## src/design/ifw_map.vh

```
/*
 * Register offsets, field positions, reset values and geometry counts for
 * the I2C queue and wake-up extension.
 * Assumes byte addresses on an 8-bit register port with 32-bit data.
 */
`ifndef IFW_MAP_VH
`define IFW_MAP_VH

// ----------------------------------------------------------------------
// Register offsets
// ----------------------------------------------------------------------
`define IFW_OFS_CONTROL     8'h3c
`define IFW_OFS_STATUS      8'h40
`define IFW_OFS_EVENT       8'h44
`define IFW_OFS_EVENT_MASK  8'h48
`define IFW_OFS_TX_DATA     8'h4c
`define IFW_OFS_RX_DATA     8'h50

// ----------------------------------------------------------------------
// Control fields
// ----------------------------------------------------------------------
`define IFW_CTL_WAKE_EN     0
`define IFW_CTL_DUAL_EN     1
`define IFW_CTL_HOLD_DIS    2
`define IFW_CTL_OVER_IEN    3
`define IFW_CTL_STARVE_IEN  4
`define IFW_CTL_WIDTH       5

// ----------------------------------------------------------------------
// Status fields
// ----------------------------------------------------------------------
`define IFW_STA_WAKE        0
`define IFW_STA_TX_FULL     1
`define IFW_STA_RX_EMPTY    2
`define IFW_STA_OVER        3
`define IFW_STA_STARVE      4
`define IFW_STA_WIDTH       5

// ----------------------------------------------------------------------
// Event fields (read-to-clear) and reset values
// ----------------------------------------------------------------------
`define IFW_EVT_STARVE      0
`define IFW_EVT_OVER        1
`define IFW_EVT_WAKE        2
`define IFW_EVT_WIDTH       3
`define IFW_RST_CONTROL     5'h00
`define IFW_RST_STATUS      5'h00
`define IFW_RST_EVENT       3'h0

// ----------------------------------------------------------------------
// Geometry
// ----------------------------------------------------------------------
`define IFW_QUEUE_DEPTH     2
`define IFW_ADDR_SLOTS      4
`define IFW_BITS_PER_ADDR   8

`endif

```

## src/design/ifw_queue.v

```verilog
/*
 * Small byte queue with a run-time depth limit of one entry or the full
 * depth. Head entry sits in slot 0 and the queue shifts on a pop.
 * Assumes push and pop come from logic on the same clock.
 */
`timescale 1ns/100ps
`default_nettype none

module ifw_queue
#(
    parameter WIDTH = 8,
    parameter DEPTH = 2
)
(
    input  wire             clk,
    input  wire             srst,
    input  wire             deep,
    input  wire             push,
    input  wire             pop,
    input  wire [WIDTH-1:0] wdata,
    output wire [WIDTH-1:0] rdata,
    output wire             full,
    output wire             empty
);

    reg [WIDTH-1:0] mem_q [0:DEPTH-1];
    reg [7:0]       count_q;
    wire            do_pop;
    wire            do_push;
    wire [7:0]      limit;
    wire [7:0]      slot;
    integer         i;

    localparam [7:0] DEPTH_W = DEPTH;

    // Depth of one models plain single buffering
    assign limit   = deep ? DEPTH_W : 8'h01;
    assign empty   = (count_q == 8'h00);
    assign full    = (count_q >= limit);
    assign do_pop  = pop && !empty;
    assign do_push = push && (!full || do_pop);
    assign slot    = do_pop ? count_q - 8'h01 : count_q;
    assign rdata   = mem_q[0];

    // Shift on pop, write at the first free slot on push
    always @(posedge clk)
    begin
        if (srst)
        begin
            count_q <= 8'h00;
            for (i = 0; i < DEPTH; i = i + 1)
                mem_q[i] <= {WIDTH{1'b0}};
        end
        else
        begin
            for (i = 0; i < DEPTH; i = i + 1)
            begin
                if (do_push && (slot == i))
                    mem_q[i] <= wdata;
                else if (do_pop && (i < DEPTH - 1))
                    mem_q[i] <= mem_q[i+1];
            end
            count_q <= count_q + {7'h00, do_push} - {7'h00, do_pop};
        end
    end

endmodule

`default_nettype wire

```

## src/design/ifw_top.v

```verilog
/*
 * I2C extension: two-level transmit and receive queues with starve and
 * overflow detection, SCL hold control in master mode, and wake-up from
 * power-down on a matching bus address.
 * Assumes the base controller supplies its interrupt flag, mode, queue
 * strobes and slave addresses on clk; SCL and SDA arrive unsynchronised.
 */
`timescale 1ns/100ps
`default_nettype none
`include "ifw_map.vh"

// Behaviour
// - Starve interrupt when enabled and queue on
// - Overflow interrupt when enabled and queue on
// - Hold SCL in master while flag pending
// - Queue enable selects two-entry or single buffering
// - Stop waits until queued final byte sent
// - Wake on address match during power-down
// - Wake flag set on wake, write-one clears
// - Starve status bit while queue enabled
// - Overflow status bit while queue enabled
// - Receive empty status while queue enabled
// - Transmit full status while queue enabled
// - Mask bits make address bits don't-care
module ifw_top
(
    input  wire        clk,
    input  wire        srst,
    input  wire [7:0]  reg_addr,
    input  wire [31:0] reg_wdata,
    input  wire        reg_wr,
    input  wire        reg_rd,
    output reg  [31:0] reg_rdata,
    output reg         irq,
    input  wire        master_mode,
    input  wire        si_flag,
    input  wire        power_down,
    input  wire        core_tx_take,
    output reg  [7:0]  core_tx_data,
    input  wire        core_rx_push,
    input  wire [7:0]  core_rx_data,
    input  wire        start_request,
    input  wire        stop_request,
    output reg         start_issue,
    output reg         stop_issue,
    input  wire [27:0] own_slave_address,
    input  wire [27:0] slave_match_mask,
    output reg         wake_req,
    output reg         dual_queue_on,
    input  wire        scl_in,
    output reg         scl_out,
    output reg         scl_oe,
    input  wire        sda_in
);

    // ------------------------------------------------------------------
    // Declarations
    // ------------------------------------------------------------------
    reg  [`IFW_CTL_WIDTH-1:0] ctl_q;
    reg  [`IFW_STA_WIDTH-1:0] sticky_q;
    reg  [`IFW_EVT_WIDTH-1:0] evt_q;
    reg  [`IFW_EVT_WIDTH-1:0] evt_mask_q;
    reg  [2:0]                scl_sync_q;
    reg  [2:0]                sda_sync_q;
    reg  [7:0]                addr_shift_q;
    reg  [3:0]                bit_cnt_q;
    reg                       frame_q;
    reg                       stop_pend_q;
    reg  [31:0]               rdata_d;
    reg  [`IFW_EVT_WIDTH-1:0] evt_set;
    reg                       addr_match;
    integer                   k;
    wire                      wake_en;
    wire                      hold_dis;
    wire                      over_ien;
    wire                      starve_ien;
    wire                      wr_ctl;
    wire                      wr_sta;
    wire                      wr_tx;
    wire                      rd_rx;
    wire                      rd_evt;
    wire                      tx_full;
    wire                      tx_empty;
    wire                      rx_full;
    wire                      rx_empty;
    wire [7:0]                tx_head;
    wire [7:0]                rx_head;
    wire                      starve_evt;
    wire                      over_evt;
    wire                      wake_evt;
    wire                      scl_rise;
    wire                      start_seen;
    wire                      stop_seen;
    wire                      addr_done;

    // Masked address compare for one slot
    function hit;
        input [6:0] rx;
        input [6:0] own;
        input [6:0] mask;
        begin
            hit = &((~(rx ^ own)) | mask);
        end
    endfunction

    // ------------------------------------------------------------------
    // Register decode
    // ------------------------------------------------------------------
    assign wake_en    = ctl_q[`IFW_CTL_WAKE_EN];
    assign hold_dis   = ctl_q[`IFW_CTL_HOLD_DIS];
    assign over_ien   = ctl_q[`IFW_CTL_OVER_IEN];
    assign starve_ien = ctl_q[`IFW_CTL_STARVE_IEN];
    assign wr_ctl     = reg_wr && (reg_addr == `IFW_OFS_CONTROL);
    assign wr_sta     = reg_wr && (reg_addr == `IFW_OFS_STATUS);
    assign wr_tx      = reg_wr && (reg_addr == `IFW_OFS_TX_DATA);
    assign rd_rx      = reg_rd && (reg_addr == `IFW_OFS_RX_DATA);
    assign rd_evt     = reg_rd && (reg_addr == `IFW_OFS_EVENT);

    // ------------------------------------------------------------------
    // Transmit and receive queues
    // ------------------------------------------------------------------
    // queue depth select
    ifw_queue
    #(
        .WIDTH (8),
        .DEPTH (`IFW_QUEUE_DEPTH)
    )
    u_tx_queue
    (
        .clk   (clk),
        .srst  (srst),
        .deep  (ctl_q[`IFW_CTL_DUAL_EN]),
        .push  (wr_tx),
        .pop   (core_tx_take),
        .wdata (reg_wdata[7:0]),
        .rdata (tx_head),
        .full  (tx_full),
        .empty (tx_empty)
    );

    ifw_queue
    #(
        .WIDTH (8),
        .DEPTH (`IFW_QUEUE_DEPTH)
    )
    u_rx_queue
    (
        .clk   (clk),
        .srst  (srst),
        .deep  (ctl_q[`IFW_CTL_DUAL_EN]),
        .push  (core_rx_push),
        .pop   (rd_rx),
        .wdata (core_rx_data),
        .rdata (rx_head),
        .full  (rx_full),
        .empty (rx_empty)
    );

    // Errors only count while the two-level queue is switched in
    assign starve_evt = ctl_q[`IFW_CTL_DUAL_EN] && core_tx_take && tx_empty;
    assign over_evt   = ctl_q[`IFW_CTL_DUAL_EN] && core_rx_push && rx_full && !rd_rx;

    // ------------------------------------------------------------------
    // Bus line sampling and address capture
    // ------------------------------------------------------------------
    assign scl_rise   = scl_sync_q[1] && !scl_sync_q[2];
    assign start_seen = scl_sync_q[1] && sda_sync_q[2] && !sda_sync_q[1];
    assign stop_seen  = scl_sync_q[1] && !sda_sync_q[2] && sda_sync_q[1];
    assign addr_done  = frame_q && scl_rise && (bit_cnt_q == `IFW_BITS_PER_ADDR - 1);

    always @*
    begin
        addr_match = 1'b0;
        for (k = 0; k < `IFW_ADDR_SLOTS; k = k + 1)
            if (hit(addr_shift_q[6:0], // First seven bits; the eighth is R/W
                    own_slave_address[k*7 +: 7], slave_match_mask[k*7 +: 7]))
                addr_match = 1'b1;
    end

    // wake only in power-down with enable set
    assign wake_evt = addr_done && addr_match && wake_en && power_down;

    // Two-stage synchronisers plus a history stage for edges
    always @(posedge clk)
    begin
        if (srst)
        begin
            scl_sync_q <= 3'h7;
            sda_sync_q <= 3'h7;
        end
        else
        begin
            scl_sync_q <= {scl_sync_q[1:0], scl_in};
            sda_sync_q <= {sda_sync_q[1:0], sda_in};
        end
    end

    // Address shifter armed by a start condition
    always @(posedge clk)
    begin
        if (srst)
        begin
            addr_shift_q <= 8'h00;
            bit_cnt_q    <= 4'h0;
            frame_q      <= 1'b0;
        end
        else if (start_seen)
        begin
            bit_cnt_q <= 4'h0;
            frame_q   <= 1'b1;
        end
        else if (stop_seen || addr_done)
        begin
            frame_q <= 1'b0;
        end
        else if (frame_q && scl_rise)
        begin
            addr_shift_q <= {addr_shift_q[6:0], sda_sync_q[1]};
            bit_cnt_q    <= bit_cnt_q + 4'h1;
        end
    end

    // ------------------------------------------------------------------
    // Control, sticky status and event registers
    // ------------------------------------------------------------------
    always @*
    begin
        evt_set = {`IFW_EVT_WIDTH{1'b0}};
        evt_set[`IFW_EVT_STARVE] = starve_evt;
        evt_set[`IFW_EVT_OVER]   = over_evt;
        evt_set[`IFW_EVT_WAKE]   = wake_evt;
    end

    always @(posedge clk)
    begin
        if (srst)
        begin
            ctl_q      <= `IFW_RST_CONTROL;
            sticky_q   <= `IFW_RST_STATUS;
            evt_q      <= `IFW_RST_EVENT;
            evt_mask_q <= `IFW_RST_EVENT;
        end
        else
        begin
            if (wr_ctl)
                ctl_q <= reg_wdata[`IFW_CTL_WIDTH-1:0];
            if (reg_wr && (reg_addr == `IFW_OFS_EVENT_MASK))
                evt_mask_q <= reg_wdata[`IFW_EVT_WIDTH-1:0];
            if (starve_evt)
                sticky_q[`IFW_STA_STARVE] <= 1'b1;
            else if (wr_sta && reg_wdata[`IFW_STA_STARVE])
                sticky_q[`IFW_STA_STARVE] <= 1'b0;
            if (over_evt)
                sticky_q[`IFW_STA_OVER] <= 1'b1;
            else if (wr_sta && reg_wdata[`IFW_STA_OVER])
                sticky_q[`IFW_STA_OVER] <= 1'b0;
            if (wake_evt)
                sticky_q[`IFW_STA_WAKE] <= 1'b1;
            else if (wr_sta && reg_wdata[`IFW_STA_WAKE])
                sticky_q[`IFW_STA_WAKE] <= 1'b0;
            // Event bits clear on read unless set again
            evt_q <= (rd_evt ? {`IFW_EVT_WIDTH{1'b0}} : evt_q) | evt_set;
        end
    end

    // ------------------------------------------------------------------
    // Read data mux
    // ------------------------------------------------------------------
    always @*
    begin
        rdata_d = 32'h0000_0000;
        case (reg_addr)
            `IFW_OFS_CONTROL:
                rdata_d[`IFW_CTL_WIDTH-1:0] = ctl_q;
            `IFW_OFS_STATUS:
            begin
                rdata_d[`IFW_STA_STARVE] = sticky_q[`IFW_STA_STARVE];
                rdata_d[`IFW_STA_OVER]   = sticky_q[`IFW_STA_OVER];
                rdata_d[`IFW_STA_WAKE]   = sticky_q[`IFW_STA_WAKE];
                rdata_d[`IFW_STA_RX_EMPTY] = ctl_q[`IFW_CTL_DUAL_EN] && rx_empty;
                rdata_d[`IFW_STA_TX_FULL]  = ctl_q[`IFW_CTL_DUAL_EN] && tx_full;
            end
            `IFW_OFS_EVENT:
                rdata_d[`IFW_EVT_WIDTH-1:0] = evt_q;
            `IFW_OFS_EVENT_MASK:
                rdata_d[`IFW_EVT_WIDTH-1:0] = evt_mask_q;
            `IFW_OFS_RX_DATA:
                rdata_d[7:0] = rx_head;
            default:
                rdata_d = 32'h0000_0000;
        endcase
    end

    // ------------------------------------------------------------------
    // Registered outputs
    // ------------------------------------------------------------------
    always @(posedge clk)
    begin
        if (srst)
        begin
            reg_rdata     <= 32'h0000_0000;
            irq           <= 1'b0;
            core_tx_data  <= 8'h00;
            wake_req      <= 1'b0;
            dual_queue_on <= 1'b0;
            scl_out       <= 1'b0;
            scl_oe        <= 1'b0;
        end
        else
        begin
            reg_rdata     <= reg_rd ? rdata_d : 32'h0000_0000;
            irq <= (starve_ien && ctl_q[`IFW_CTL_DUAL_EN] && sticky_q[`IFW_STA_STARVE])
                || (over_ien && ctl_q[`IFW_CTL_DUAL_EN] && sticky_q[`IFW_STA_OVER])
                || (|(evt_q & evt_mask_q));
            core_tx_data  <= tx_head;
            wake_req      <= wake_evt;
            dual_queue_on <= ctl_q[`IFW_CTL_DUAL_EN];
            scl_out       <= 1'b0;
            // hold SCL low while flag pending
            scl_oe        <= master_mode && si_flag && !hold_dis;
        end
    end

    // ------------------------------------------------------------------
    // Start and stop forwarding
    // ------------------------------------------------------------------
    always @(posedge clk)
    begin
        if (srst)
        begin
            start_issue <= 1'b0;
            stop_issue  <= 1'b0;
            stop_pend_q <= 1'b0;
        end
        else
        begin
            // start passed on only if flag clear or queue off, else dropped
            start_issue <= start_request && !(ctl_q[`IFW_CTL_DUAL_EN] && si_flag);
            // stop held until the last queued byte is taken
            if (stop_issue)
                stop_pend_q <= 1'b0;
            else if (stop_request)
                stop_pend_q <= 1'b1;
            stop_issue <= !stop_issue && (stop_pend_q || stop_request)
                && (!ctl_q[`IFW_CTL_DUAL_EN] || (tx_empty && !si_flag));
        end
    end

endmodule

`default_nettype wire

```

## config.mk

```make
export PLATFORM = sky130hd
export DESIGN_NAME = ifw_top
export DESIGN_NICKNAME = d
export VERILOG_FILES = /design/src/design/ifw_queue.v /design/src/design/ifw_top.v
export VERILOG_INCLUDE_DIRS = /design/src /design/src/design
export SDC_FILE = /design/constraint.sdc
export NUM_CORES = 1
export LEC_CHECK = 0
export ABC_AREA = 0
export BUFFER_PORTS_ARGS = -buffer_cell sky130_fd_sc_hd__buf_2
export CAP_MARGIN = 20
export CORE_MARGIN = 3
export CORE_UTILIZATION = 30
export CTS_CLUSTER_DIAMETER = 50
export DETAILED_ROUTE_END_ITERATION = 16
export PLACE_DENSITY = 0.63
export SETUP_SLACK_MARGIN = 0.1
export SLEW_MARGIN = 5
export SYNTH_ARGS = -nofsm -noshare
export SYNTH_HDL_FRONTEND = slang
export SYNTH_SLANG_ARGS = --single-unit
```

## constraint.sdc

```tcl
create_clock -name clk -period 8.3 [get_ports clk]
set_clock_uncertainty 0.1 [all_clocks]
set_input_delay 2.49 -clock clk [delete_from_list [all_inputs] [get_ports clk]]
set_output_delay 2.49 -clock clk [all_outputs]
set_load 0.01 [all_outputs]
```

* Yosys cells after proc, flatten, opt, wreduce, memory -nomap -nowiden *
Memories as Yosys holds them, arrays and structs flattened. A register that Yosys moved wholly into a read port is not among the register bits.
Cells that the tools add are included.

storage, ports and cells
  register bits after elaboration = 87
  RAM bits = 32
  output and inout port bits = 47
  memories kept = 2

cells by class
  $add $sub $neg = 7
  order comparisons = 2
  eq/ne operators = 9
  multiplexer cells = 46
  bitwise operators = 24
  reduce and logical (&&, ||, !) cells = 84

memory list
  memory            depth  width  read ports  clocked after memory_dff  wr ports  RTL line        RTL
  u_rx_queue.mem_q  2      8      2           0                         2         ifw_queue.v:26  reg [WIDTH-1:0] mem_q [0:DEPTH-1];
  u_tx_queue.mem_q  2      8      2           1                         2         ifw_queue.v:26

operators by type and width
  operator               count
  $mux W8                8
  $logic_and A1 B1 Y1    45
  $eq A8 B7 Y1 const B   5
  $mux W1                34
  $logic_not A8 Y1       4
  $not A7 Y7             4
  $or A7 B7 Y7           4
  $reduce_and A7 Y1      4
  $xor A7 B7 Y7          4
  $add A8 B1 Y8          2
  $eq A8 B1 Y1 const B   2
  $ge A8 B8 Y1           2
  $sub A8 B1 Y8          2
  $sub A8 B1 Y8 const B  2
  $pmux W3 S5            1
  $logic_not A1 Y1       13
  $eq A8 B6 Y1 const B   1
  $reduce_bool A2 Y1     4
  $logic_or A1 B1 Y1     7
  $or A1 B1 Y1           6
  $pmux W2 S3            1
  $reduce_or A2 Y1       3
  $reduce_or A3 Y1       2
  $add A4 B1 Y4 const B  1
  8 further kinds        11

* Logic depth before layout (Yosys ltp) *
Gate-level depths: netlist of the first run.

  word-level depth = 12
  mapped depth = 17
  depth with buffers taken out = 17

* By module *
From an unflattened synthesis of the first run, not the netlist that was laid out.

second synthesis, totals
  cell total of the unflattened synthesis = 650
  area total of the unflattened synthesis = 6,281.0 sq um

modules (own cells, without submodules)
  module                   times used  cells each  area each (sq um)
  ifw_top                  1           298         2,755.1
  ifw_queue at u_rx_queue  1           182         1,780.5
  ifw_queue at u_tx_queue  1           170         1,745.4

* Worst setup path before layout of the first run *
OpenSTA, ideal clock, no wires.

  path type = input port to flip-flop
  start = in reg_addr[1]
  end = reg u_rx_queue.count_q[6]
  library setup time = 0.070 ns
  arrival time = 5.356 ns
  data required time = 8.130 ns
  slack = 2.774 ns
  stages = 15
  buffers on the path = 0
  cell sequence = or4b_4 nor4_4 nand3_2 inv_1 ha_1 inv_1 ha_1 fa_1 nor2b_1 o21ai_0 nor2b_1 o21ba_2 nor2_1 or3_1 a21oi_1

between the ends
  cells in the longest elaborated chain, start to end = 7

RTL lines
  item                     RTL line        RTL
  from (decl)              ifw_top.v:29    input wire [7:0] reg_addr,
  $eq A8 B7 Y1 (*)         n/a
  $logic_and A1 B1 Y1 (*)  ifw_top.v:116   assign rd_rx = reg_rd && (reg_addr == `IFW_OFS_RX_DATA);
  $logic_and A1 B1 Y1 (*)  ifw_queue.v:40  assign do_pop = pop && !empty;
  $logic_or A1 B1 Y1       ifw_queue.v:41  assign do_push = push && (!full || do_pop);
  $logic_and A1 B1 Y1      ifw_queue.v:41
  $add A8 B1 Y8            ifw_queue.v:63  count_q <= count_q + {7'h00, do_push} - {7'h00, do_pop};
  $sub A8 B1 Y8 (*)        ifw_queue.v:63
  to (signal assigned)     ifw_queue.v:63
  to (decl)                ifw_queue.v:27  reg [7:0] count_q;

Every way passes the cells marked *; elsewhere a longest branch is shown, timed or not.
A chain may end at the register's enable or synchronous reset.

* Worst setup path after layout of the first run *
Same ends and word-level chain as after synthesis.

==> impl_results.md, run 1 <==
- Seq/Total Area, Yosys: 40.58%
- Setup TNS: 0 ns
- Yosys warns: 0
- WL final: 13,710 um
- Commonest non-fill, non-tap cells in the layout: buf_2, dfxtp_1, nor2_1
- Row Count: 50
- First-pass GRT wire length: 22,050 um
- Die ar.: 21,280 um^2
- Die Span X: 145.9 um
- Buffer depth of the longest clock path: 2
- Gr usage total: 12.71%
- Hold crit path type: reg2reg
- Tot Pwr: 1.799 mW
- Pwr dens: 259.8 nW/um^2
- Min-Delay Startpoint: sda_sync_q[0]
- CTS Sinks: 103
- Final Setup Violations: 0
- Worst path slowest cell: or4b_4
- Tightest Pin Transition: 0.8024 ns
- Drt wl/cell: 13.78 um
- Max Cap Viol: 0
- Crit share post-route: 71.94%
- Status: finished clean
- IO buf count: 114
- Synth-to-layout area growth: 17.90%
- FFs w/ async S/R, synth: 0%
- CTS Root Cell: clkbuf_16
- Layout cell share with drive strength beyond 1: 21.53%
- Relative slew slack: 46.51%
- Top FF cell, synth: dfxtp_1
- Post-synth EDFFs: 32
- Post_cts resized: 0
- Residual DRC: 0
- Final core utilization: 36.51%
- # nets final: 891
- Worst r2r src: u_tx_queue.count_q[1]
- Initial drt markers: 265
- Crit path max fanout: 12
- Post-synthesis cell area: 5871 um^2
- Crit path largest cell delay: 0.56 ns
- Min cycle time layout: 5.971 ns
- VDD IR max: 0.1421 mV
- Crit path from: reg_addr[1]
- Critical path capture point type: flip-flop
- Cells after synthesis: 626
- Number of global-route vias before repair: 4,405
- Final hold viol count: 0
- Setup Fix Bufs, Post-CTS: 0
- Achievable Freq: 167.5 MHz
- Core ar.: 18,960 um^2
- Clock transition at the registers of the reported paths: 0.07 ns
- Num CTS Buffers: 9
- Final Max Slew Viols: 0
- HPWL after DPL: 10,690 um
- Worst skew pair latency: 0.35 ns
- GPL Wtd Cong: 0.8743
- Setup Crit Path Kind: in2reg
- CP Launch Type: primary input
- Remaining antenna violation count: 0
- DIE HEIGHT: 145.9 um
- Yosys cell types: 69
- Clock H-tree levels: 3
- Fillers: 1,954
- WHS: 0.3230 ns
- DRT Pass-1 Iters: 6
- Worst Path Required: 8.48 ns
- Largest net degree at the start of global routing: 76
- RSZ-0062 raised after global routing: no
- CTS Hold Bufs: 0
- Overflow after GRT: 0
- Commonest non-fill, non-tap cell in the layout: buf_2
- Reg2Reg Depth: 16
- Via count: 4,596
- Synth area leaders: dfxtp_1, edfxtp_1, ha_1, xnor2_1, nor2_1
- #FFs+latches synth: 103
- Hold path depth: 1
- IO Pins: 164
- Mean post-synth cell area: 9.378 um^2
- Critical path, cell by cell: buf_2 -> or4b_4 -> nor4_4 -> nand3_2 -> inv_1 -> ha_1 -> inv_1 -> ha_1 -> fa_1 -> nor2b_1 -> o21ai_0 -> nor2b_1 -> o21ba_2 -> nor2_1 -> or3_1 -> a21oi_1
- Area leader, netlist: dfxtp_1
- CTS tree: built
- Top-area cell type share of the netlist area: 24.21%
- Initial core utilization: 30.97%
- Initial antenna violation count: 1
- Number of vias per cell: 4.619
- Leakage: 2.914 nW
- Worst EP arrival: 6.15 ns
cell usage after synthesis, types with 3 or more instances:
cell,count
nor2_1,57
or3_1,4
or2_2,6
ha_1,43
o21ai_0,10
a211o_1,3
o21bai_1,5
nor3_1,4
and2_1,11
a21oi_1,29
a32oi_1,8
nor4b_1,4
a222oi_1,5
a21boi_0,4
clkbuf_1,19
a211oi_1,3
nand4_1,7
and3_1,4
dfxtp_1,71
nand2b_1,7
nor2b_1,23
nor4_1,4
nand2_1,52
o22ai_1,12
nand3_1,19
xnor2_1,38
mux2i_1,20
inv_1,43
buf_4,25
edfxtp_1,32
worst max-delay path: cells and delay by family:
kind	cells	cell delay, ns
buffers and inverters	3	0.37
AO/OA/AOI/OAI	3	0.43
adder cells (fa/ha/maj)	3	0.85
AND/OR/NAND/NOR	7	2.00
kinds of logic (layout without fill, tap and decap cells):
group / Yosys count / after routing / share of synthesized area (%)
xor gates and xnor gates: 40 / 40 / 5.968
and+or+nand+nor: 216 / 216 / 19.12
buffers and inverters: 91 / 175 / 7.460
muxes: 21 / 21 / 3.602
other: 1 / 26 / 0.06388
adders and majority gates: 45 / 45 / 9.847
DFF: 103 / 103 / 40.58
AOI/OAI and AO/OA: 109 / 109 / 13.36
cell type report:
class	count	area, um^2	area share (%)
diodes	1	2.502	0.03615
repair buffers	116	585.6	8.460
multi-input cells	456	3147	45.46
clock inverters	7	92.59	1.338
clock buffers	9	225.2	3.254
flip-flops and latches	103	2382	34.42
inverters	43	161.4	2.332
well taps	260	325.3	4.700
stage by stage:
| stage | instances | setup slack [ns] | area (um^2) |
|---|---|---|---|
| 2_1_floorplan | 650 | 2.774 | 5961 |
| 3_3_place_gp | 978 | 2.013 | 6601 |
| 3_5_place_dp | 978 | 2.001 | 6601 |
| 4_1_cts | 994 | 2.348 | 6919 |
| 5_1_grt | 994 | 1.959 | 6919 |
| 6_report | 995 | 2.329 | 6922 |
power by group:
group	internal, mW	switching (mW)	leakage [nW]
Combinational	0.325	0.412	1.84
Clock	0.241	0.201	0.155
Sequential	0.583	0.0359	0.915
Total	1.15	0.649	2.91
per-layer routing:
layer	vias to the layer above	global-route usage, %	part of all wire, %
met5	-	0	0.095
met2	144	21.87	49
met4	2	2.991	1.1
met3	14	3.737	6.7
li1	2339	-	-
met1	2097	15.69	43
state kept, by name, indices dropped and copies added (netlist names), 4 cells and up:
name / flops
addr_shift_q: 7
bit_cnt_q: 4
core_tx_data: 8
ctl_q: 5
reg_rdata: 8
u_rx_queue.count_q: 8
u_rx_queue.mem_q: 16
u_tx_queue.count_q: 8
u_tx_queue.mem_q: 16
path summary, 6_finish.rpt:
check | to | slack, ns
min | sda_sync_q[1] | 0.32
min reg2reg | sda_sync_q[1] | 0.32
max | u_rx_queue.count_q[6] | 2.33
max reg2reg | u_tx_queue.count_q[6] | 4.20
Power figures use the tool's default switching activity.
==> inputs of run 2 (changes only) <==
- ABC_AREA: 0 -> 1
- PLACE_DENSITY: 0.63 -> 0.62
- clock period: 8.3 -> 6.2 ns (I/O delays scaled with it)
==> run 2 against run 1 <==
Against the previous run: non-clock buffer count increased by 1; critical path depth is 1 higher; hold slack worse by 0.0095 ns; global-route usage about the same; die area is 6.2% higher; via count up 17%; utilization is 0.42 points lower; sequential power grew 32%; combinational power is 33% higher; cell area is 6.2% higher; setup slack worse by 0.45 ns; highest routed layer is now met4.
==> impl_results.md, run 2 <==
- Tightest Pin Transition: 0.9713 ns (was 0.8024 ns)
- Most frequent cells after synthesis: nand2_1, inv_1, nor2_1 (was dfxtp_1, nor2_1, nand2_1)
- # nets final: 1,103 (was 891)
- FFs w/ async S/R, synth: 0% (unchanged)
- Max Cap Viol: 0 (unchanged)
- Pre-CTS setup slack: 1.487 ns (was 2.001 ns)
- Die Span X: 150.3 um (was 145.9 um)
- Hold Crit Endpoint: scl_sync_q[1] (was sda_sync_q[1])
- IO Pins: 164 (unchanged)
- Setup Crit Path Kind: in2reg (unchanged)
- Critical path capture point type: flip-flop (unchanged)
- Min cycle time layout: 4.322 ns
- Min-Delay Startpoint: scl_sync_q[0] (was sda_sync_q[0])
- Pwr dens: 327.6 nW/um^2 (was 259.8 nW/um^2)
- Crit path max fanout: 5 (was 12)
- RSZ-0062 raised after global routing: no (unchanged)
- Diodes inserted: 0 (was 1)
- CTS Hold Bufs: 0 (unchanged)
- Layout cell share with drive strength beyond 1: 19.03% (was 21.53%)
- CP Launch Type: primary input (unchanged)
- Remaining antenna violation count: 0 (unchanged)
- Switching power: 0.9464 mW (was 0.6491 mW)
- Achievable Freq: 231.4 MHz
- Reg2Reg Depth: 18 (was 16)
- Sw frac: 39.30% (was 36.09%)
- Worst Path Required: 6.35 ns (was 8.48 ns)
- CTS tree: built (unchanged)
- IO buf count: 114 (unchanged)
- Initial drt markers: 272 (was 265)
- Buffer depth of the longest clock path: 2 (unchanged)
- Initial core utilization: 30.69% (was 30.97%)
- Die ar.: 22,600 um^2 (was 21,280 um^2)
- Synth area leaders: dfxtp_1, edfxtp_1, nand2_1, ha_1, inv_1 (was dfxtp_1, edfxtp_1, ha_1, xnor2_1, nor2_1)
- Setup TNS: 0 ns (unchanged)
- PnR worst setup slack: 1.878 ns (was 2.329 ns)
- CTS Root Cell: clkbuf_16 (unchanged)
- Clock Power Share: 25.1% (was 24.6%)
- Final hold viol count: 0 (unchanged)
- CTS Sinks: 103 (unchanged)
- Final core utilization: 36.10% (was 36.51%)
- Clock H-tree levels: 3 (unchanged)
- Hold crit path type: reg2reg (unchanged)
- Commonest non-fill, non-tap cell in the layout: nand2_1 (was buf_2)
- Hold path depth: 1 (unchanged)
- Overflow after GRT: 0 (unchanged)
- Reg2reg setup slack: 2.78 ns (was 4.20 ns)
- Gr usage total: 12.73% (was 12.71%)
- Worst skew pair latency: 0.35 ns (about the same)
- #FFs+latches synth: 103 (unchanged)
- Cells after synthesis: 829 (was 626)
- DRT Pass-1 Iters: 7 (was 6)
- Via count: 5,388 (was 4,596)
- Crit share post-route: 69.72%
- Row Count: 52 (was 50)
- Final Max Slew Viols: 0 (unchanged)
- Drt wl/cell: 11.99 um (was 13.78 um)
- VDD IR max: 0.1762 mV (was 0.1421 mV)
- Top-count cell post-synth: nand2_1 (was dfxtp_1)
- Post-synthesis cell area: 6250 um^2 (was 5871 um^2)
- Worst EP arrival: 4.47 ns (was 6.15 ns)
- Seq/Total Area, Yosys: 38.12% (was 40.58%)
- Mean post-synth cell area: 7.539 um^2 (was 9.378 um^2)
- First-pass GRT wire length: 23,290 um (was 22,050 um)
- Initial antenna violation count: 0 (was 1)
- Largest net degree at the start of global routing: 39 (was 76)
- Post-synth EDFFs: 32 (unchanged)
- Core ar.: 20,360 um^2 (was 18,960 um^2)
- Int Power: 1.462 mW (was 1.149 mW)
- Final Setup Violations: 0 (unchanged)
- Relative slew slack: 34.65% (was 46.51%)
- Number of vias per cell: 4.431 (was 4.619)
- Comb pwr share: 40.8% (was 41.0%)
- Worst r2r src: ctl_q[1] (was u_tx_queue.count_q[1])
- Top-area cell type share of the netlist area: 22.74% (was 24.21%)
- Residual DRC: 0 (unchanged)
- Num CTS Buffers: 9 (unchanged)
- Status: finished clean (unchanged)
- WL final: 14,580 um (was 13,710 um)
- GPL Wtd Cong: 0.8246 (was 0.8743)
- Commonest non-fill, non-tap cells in the layout: nand2_1, buf_2, inv_1 (was buf_2, dfxtp_1, nor2_1)
- Yosys warns: 0 (unchanged)
- Area leader, netlist: dfxtp_1 (unchanged)
- Clock transition at the registers of the reported paths: 0.08 ns (was 0.07 ns)
- Setup Fix Bufs, Post-CTS: 0 (unchanged)
- Top FF cell, synth: dfxtp_1 (unchanged)
- Seq pwr share: 34.1% (was 34.4%)
- Post_cts resized: 0 (unchanged)
- FF-to-FF End: u_rx_queue.count_q[6] (was u_tx_queue.count_q[6])
- Synth-to-layout area growth: 17.62% (was 17.90%)
- Yosys cell types: 45 (was 69)
- Number of global-route vias before repair: 5,013 (was 4,405)
- Leakage: 3.610 nW (was 2.914 nW)
- DIE HEIGHT: 150.3 um (was 145.9 um)
- HPWL after DPL: 11,630 um (was 10,690 um)
- Largest regs: u_rx_queue.mem_q (16), u_tx_queue.mem_q (16) (unchanged)
run 2: cell types whose count changed after synthesis, sizes merged, moves of 8 or more:
cell and delta:
nor2 +32, and2 -10, nand2 +145, nand3 +26
a21oi +9, inv +83, o21ai +36, a21boi +8
xnor2 -22, mux2i -20, o22ai -8, nor2b -23
run 2: stage by stage:
stage	cells	area [um^2]	hold slack (ns)	total power, mW
2_1_floorplan	853	6340	0.2895	1.596
3_3_place_gp	1199	7019	0.3012	1.791
3_5_place_dp	1199	7019	0.2939	1.812
4_1_cts	1215	7346	0.3132	2.426
5_1_grt	1216	7351	0.3348	2.627
6_report	1216	7351	0.3135	2.408
run 2: worst max path at each step:
| stage | from | endpoint | slack, ns | cells after the start |
|---|---|---|---|---|
| after floorplan | reg_addr[2] | u_rx_queue.count_q[6] | 2.06 | 16 |
| after global placement | reg_addr[2] | u_rx_queue.count_q[6] | 1.56 | 17 |
| after detailed placement | reg_addr[2] | u_rx_queue.count_q[6] | 1.49 | 17 |
| after CTS | reg_addr[2] | u_rx_queue.count_q[6] | 1.87 | 17 |
| after global routing | reg_addr[2] | u_rx_queue.count_q[6] | 1.50 | 17 |
| final | reg_addr[2] | u_rx_queue.count_q[6] | 1.88 | 17 |
run 2: cells by family (layout without fill, tap and decap cells):
kind of cell / after synthesis / after routing / synth area share (%)
xor+xnor: 19 / 19 / 2.663
compound gates: 131 / 131 / 12.33
simple gates: 364 / 364 / 26.11
buf+inv: 166 / 259 / 11.47
other cells: 1 / 25 / 0.06000
flops: 103 / 103 / 38.12
fa+ha+maj: 45 / 45 / 9.249
run 2: cell type report:
| class | count | area [um^2] |
|---|---|---|
| sequential | 103 | 2382 |
| tap | 270 | 337.8 |
| fill | 2186 | 13010 |
| multi-input combinational | 584 | 3241 |
| clock inverter | 7 | 101.3 |
| inverter | 126 | 473.0 |
| clock buffer | 9 | 225.2 |
| timing repair buffer | 117 | 590.6 |
run 2: worst max-delay path, stage by stage:
cell and delay [ns]:
buf_2 0.10, nor2_1 0.17, nand4_1 0.20, inv_1 0.18, nand2_1 0.07, nor2_1 0.17
ha_1 0.21, inv_1 0.06, ha_1 0.23, fa_1 0.36, inv_1 0.08, o21ai_0 0.09
a21oi_1 0.21, o21ai_0 0.11, a21o_1 0.17, o21ai_0 0.15, a21oi_1 0.05
run 2: power by group through the flow:
| stage | clock network (mW) | logic [mW] | registers [mW] |
|---|---|---|---|
| 2_1_floorplan | 0 | 0.770 | 0.825 |
| 3_3_place_gp | 0 | 0.955 | 0.836 |
| 3_5_place_dp | 0 | 0.975 | 0.837 |
| 4_1_cts | 0.622 | 0.983 | 0.822 |
| 5_1_grt | 0.650 | 1.15 | 0.831 |
| 6_report | 0.605 | 0.983 | 0.820 |
run 2: metal layers:
layer / global-route usage (%) / part of all wire [%]
met5: 0 / 0
met4: 2.928 / 0.99
met3: 2.830 / 7.0
met2: 21.62 / 45
met1: 16.53 / 47
==> inputs of run 3 (changes only) <==
- ABC_AREA: 1 -> 0
- PLACE_DENSITY: 0.62 -> 0.65
- clock period: 6.2 -> 3.73 ns (I/O delays scaled with it)
==> run 3 against run 2 <==
Against the previous run: the run now ends with setup timing left; via count decreased by 13%; clock power up 65%; largest power group unchanged; cell area down 2.5%; register-to-register slack got worse by 2.5 ns; critical path type unchanged; non-clock buffer count grew 24; sequential share of layout area increased by 0.84 points; setup slack got worse by 1.9 ns; global-route usage rose by 0.33 points; wire length decreased by 2.2%.
==> impl_results.md, run 3 (synthesis results as in run 1) <==
- Status: finished with violations (was finished clean)
- Failing checks: setup timing
- IO buf count: 114 (unchanged)
- Buffer depth of the longest clock path: 2 (unchanged)
- Critical path, cell by cell: buf_2 -> or4b_4 -> nor4_4 -> nand3_2 -> inv_2 -> ha_4 -> inv_1 -> ha_2 -> fa_2 -> nor2b_1 -> o21ai_1 -> nor2b_4 -> o21ba_2 -> nor2_1 -> or3_1 -> a21oi_1 (was buf_2 -> nor2_1 -> nand4_1 -> inv_1 -> nand2_1 -> nor2_1 -> ha_1 -> inv_1 -> ha_1 -> fa_1 -> inv_1 -> o21ai_0 -> a21oi_1 -> o21ai_0 -> a21o_1 -> o21ai_0 -> a21oi_1)
- Commonest non-fill, non-tap cell in the layout: buf_2 (was nand2_1)
- Core ar.: 18,960 um^2 (was 20,360 um^2)
- Hold crit path type: reg2reg (unchanged)
- Overflow after GRT: 0 (unchanged)
- Leakage: 3.037 nW (was 3.610 nW)
- Design area: 7164 um^2 (was 7351 um^2)
- Relative slew slack: 47.72% (was 34.65%)
- Commonest non-fill, non-tap cells in the layout: buf_2, dfxtp_1, nor2_1 (was nand2_1, buf_2, inv_1)
- Layout cell share with drive strength beyond 1: 25.82% (was 19.03%)
- GPL Wtd Cong: 0.8305 (was 0.8246)
- Max Cap Viol: 0 (unchanged)
- Tot Pwr: 4.169 mW (was 2.408 mW)
- Initial drt markers: 230 (was 272)
- CTS Hold Bufs: 0 (unchanged)
- First-pass GRT wire length: 22,650 um (was 23,290 um)
- Crit path largest cell delay: 0.57 ns (was 0.36 ns)
- Diodes inserted: 0 (unchanged)
- Initial antenna violation count: 1 (was 0)
- IO Pins: 164 (unchanged)
- Num CTS Buffers: 9 (unchanged)
- Final hold viol count: 0 (unchanged)
- Area after DPL: 6812 um^2 (was 7019 um^2)
- Bufs and invs on worst path: 3 (was 4)
- Min cycle time layout: 3.761 ns
- VDD IR max: 0.3715 mV (was 0.1762 mV)
- Synth-to-layout area growth: 22.04% (was 17.62%)
- Final Setup Violations: 1 (was 0)
- HPWL after DPL: 11,050 um (was 11,630 um)
- Fillers: 1,958 (was 2,186)
- Die ar.: 21,280 um^2 (was 22,600 um^2)
- Setup Crit Path Kind: in2reg (unchanged)
- Worst path slowest cell: or4b_4 (was fa_1)
- Worst skew pair latency: 0.36 ns (was 0.35 ns)
- Remaining antenna violation count: 0 (unchanged)
- CP delay by family, top: simple AND/OR/NAND/NOR gates (was adder cells)
- DIE HEIGHT: 145.9 um (was 150.3 um)
- CTS Root Cell: clkbuf_16 (unchanged)
- Gr usage total: 13.06% (was 12.73%)
- Number of vias per cell: 4.620 (was 4.431)
- # nets final: 916 (was 1,103)
- FF/Latch Area: 2382 um^2 (unchanged)
- Tightest Pin Transition: 0.7794 ns (was 0.9713 ns)
- Multi-input gate area: 3193 um^2 (was 3241 um^2)
- WL final: 14,260 um (was 14,580 um)
- RSZ-0062 raised after global routing: yes (was no)
- DRT Pass-1 Iters: 5 (was 7)
- Worst Path Required: 3.92 ns (was 6.35 ns)
- Largest regs: u_rx_queue.mem_q (16), u_tx_queue.mem_q (16) (unchanged)
- Drt wl/cell: 13.99 um (was 11.99 um)
- Initial core utilization: 30.97% (was 30.69%)
- Residual DRC: 0 (unchanged)
- Number of global-route vias before repair: 4,547 (was 5,013)
- Clock transition at the registers of the reported paths: 0.08 ns (about the same)
- Pwr dens: 581.9 nW/um^2 (was 327.6 nW/um^2)
- CTS tree: built (unchanged)
- Final Max Slew Viols: 0 (unchanged)
- CTS Sinks: 103 (unchanged)
- Critical path capture point type: flip-flop (unchanged)
- CP Launch Type: primary input (unchanged)
- Row Count: 50 (was 52)
- Via count: 4,708 (was 5,388)
- Largest net degree at the start of global routing: 75 (was 39)
- PnR worst setup slack: -0.03122 ns (was 1.878 ns)
- Die Span X: 145.9 um (was 150.3 um)
- Achievable Freq: 265.9 MHz
- Clock H-tree levels: 3 (unchanged)
- Crit path max fanout: 2 (was 5)
- Worst EP arrival: 3.95 ns (was 4.47 ns)
- Crit share post-route: 100.8%
[run 3: cell count changes in the layout (fill, tap and decap cells not counted), moves of 11 or more]
cell	delta
a21oi_1	-11
nand2_1	-130
inv_1	-74
nand3_1	-25
mux2i_1	+20
nor2_1	-26
o21ai_0	-37
nor2b_1	+21
xnor2_1	+22
buf_4	+24
[run 3: worst paths after layout]
kind | startpoint | endpoint | slack [ns] | cells past startpoint
max reg2reg | u_rx_queue.count_q[1] | u_rx_queue.count_q[6] | 0.26 | 17
min reg2reg | scl_sync_q[0] | scl_sync_q[1] | 0.31 | 1
min | scl_sync_q[0] | scl_sync_q[1] | 0.31 | 1
max | reg_addr[1] | u_rx_queue.count_q[6] | -0.03 | 16
[run 3: stage by stage]
| step | hold WS (ns) | utilization, % | setup WS (ns) | setup TNS, ns | instances |
|---|---|---|---|---|---|
| CTS | 0.3091 | 37.63 | -0.02539 | -0.02539 | 1017 |
| floorplan | 0.2895 | - | -0.2453 | -0.2453 | 650 |
| global route | 0.3303 | 37.80 | -0.1963 | -0.2043 | 1019 |
| detailed placement | 0.2952 | 35.93 | -0.4317 | -0.8577 | 1001 |
| global placement | 0.2959 | 35.93 | -0.3794 | -0.7267 | 1001 |
| finish | 0.3108 | 37.80 | -0.03122 | -0.03122 | 1019 |
[run 3: power breakdown]
group | total, mW | switching, mW | leakage [nW] | internal [mW]
sequential | 1.38 | 0.0852 | 0.915 | 1.30
clock | 0.996 | 0.460 | 0.151 | 0.536
combinational | 1.79 | 0.957 | 1.97 | 0.833
[run 3: timing repair]
item                                    CTS  global route
buffers inserted                          0             2
endpoints found under the setup margin    1             4
pin swaps                                 0             4
cloned                                    0             0
gates resized for setup                   2             7
[run 3: area by class of cell]
type | instances | area share (%)
Clock buffer | 9 | 3.144
Clock inverter | 7 | 1.275
Inverter | 43 | 2.253
Multi-Input combinational cell | 456 | 44.57
Sequential cell | 103 | 33.25
Tap cell | 260 | 4.541
Timing Repair Buffer | 141 | 10.97
[run 3: per-layer routing]
metal	vias up	track usage, %	share of wire (%)
met4	2	3.514	1.2
met5	-	0	0.091
met3	18	3.799	6.6
met2	155	22.45	48
li1	2387	-	-
met1	2146	16.01	44
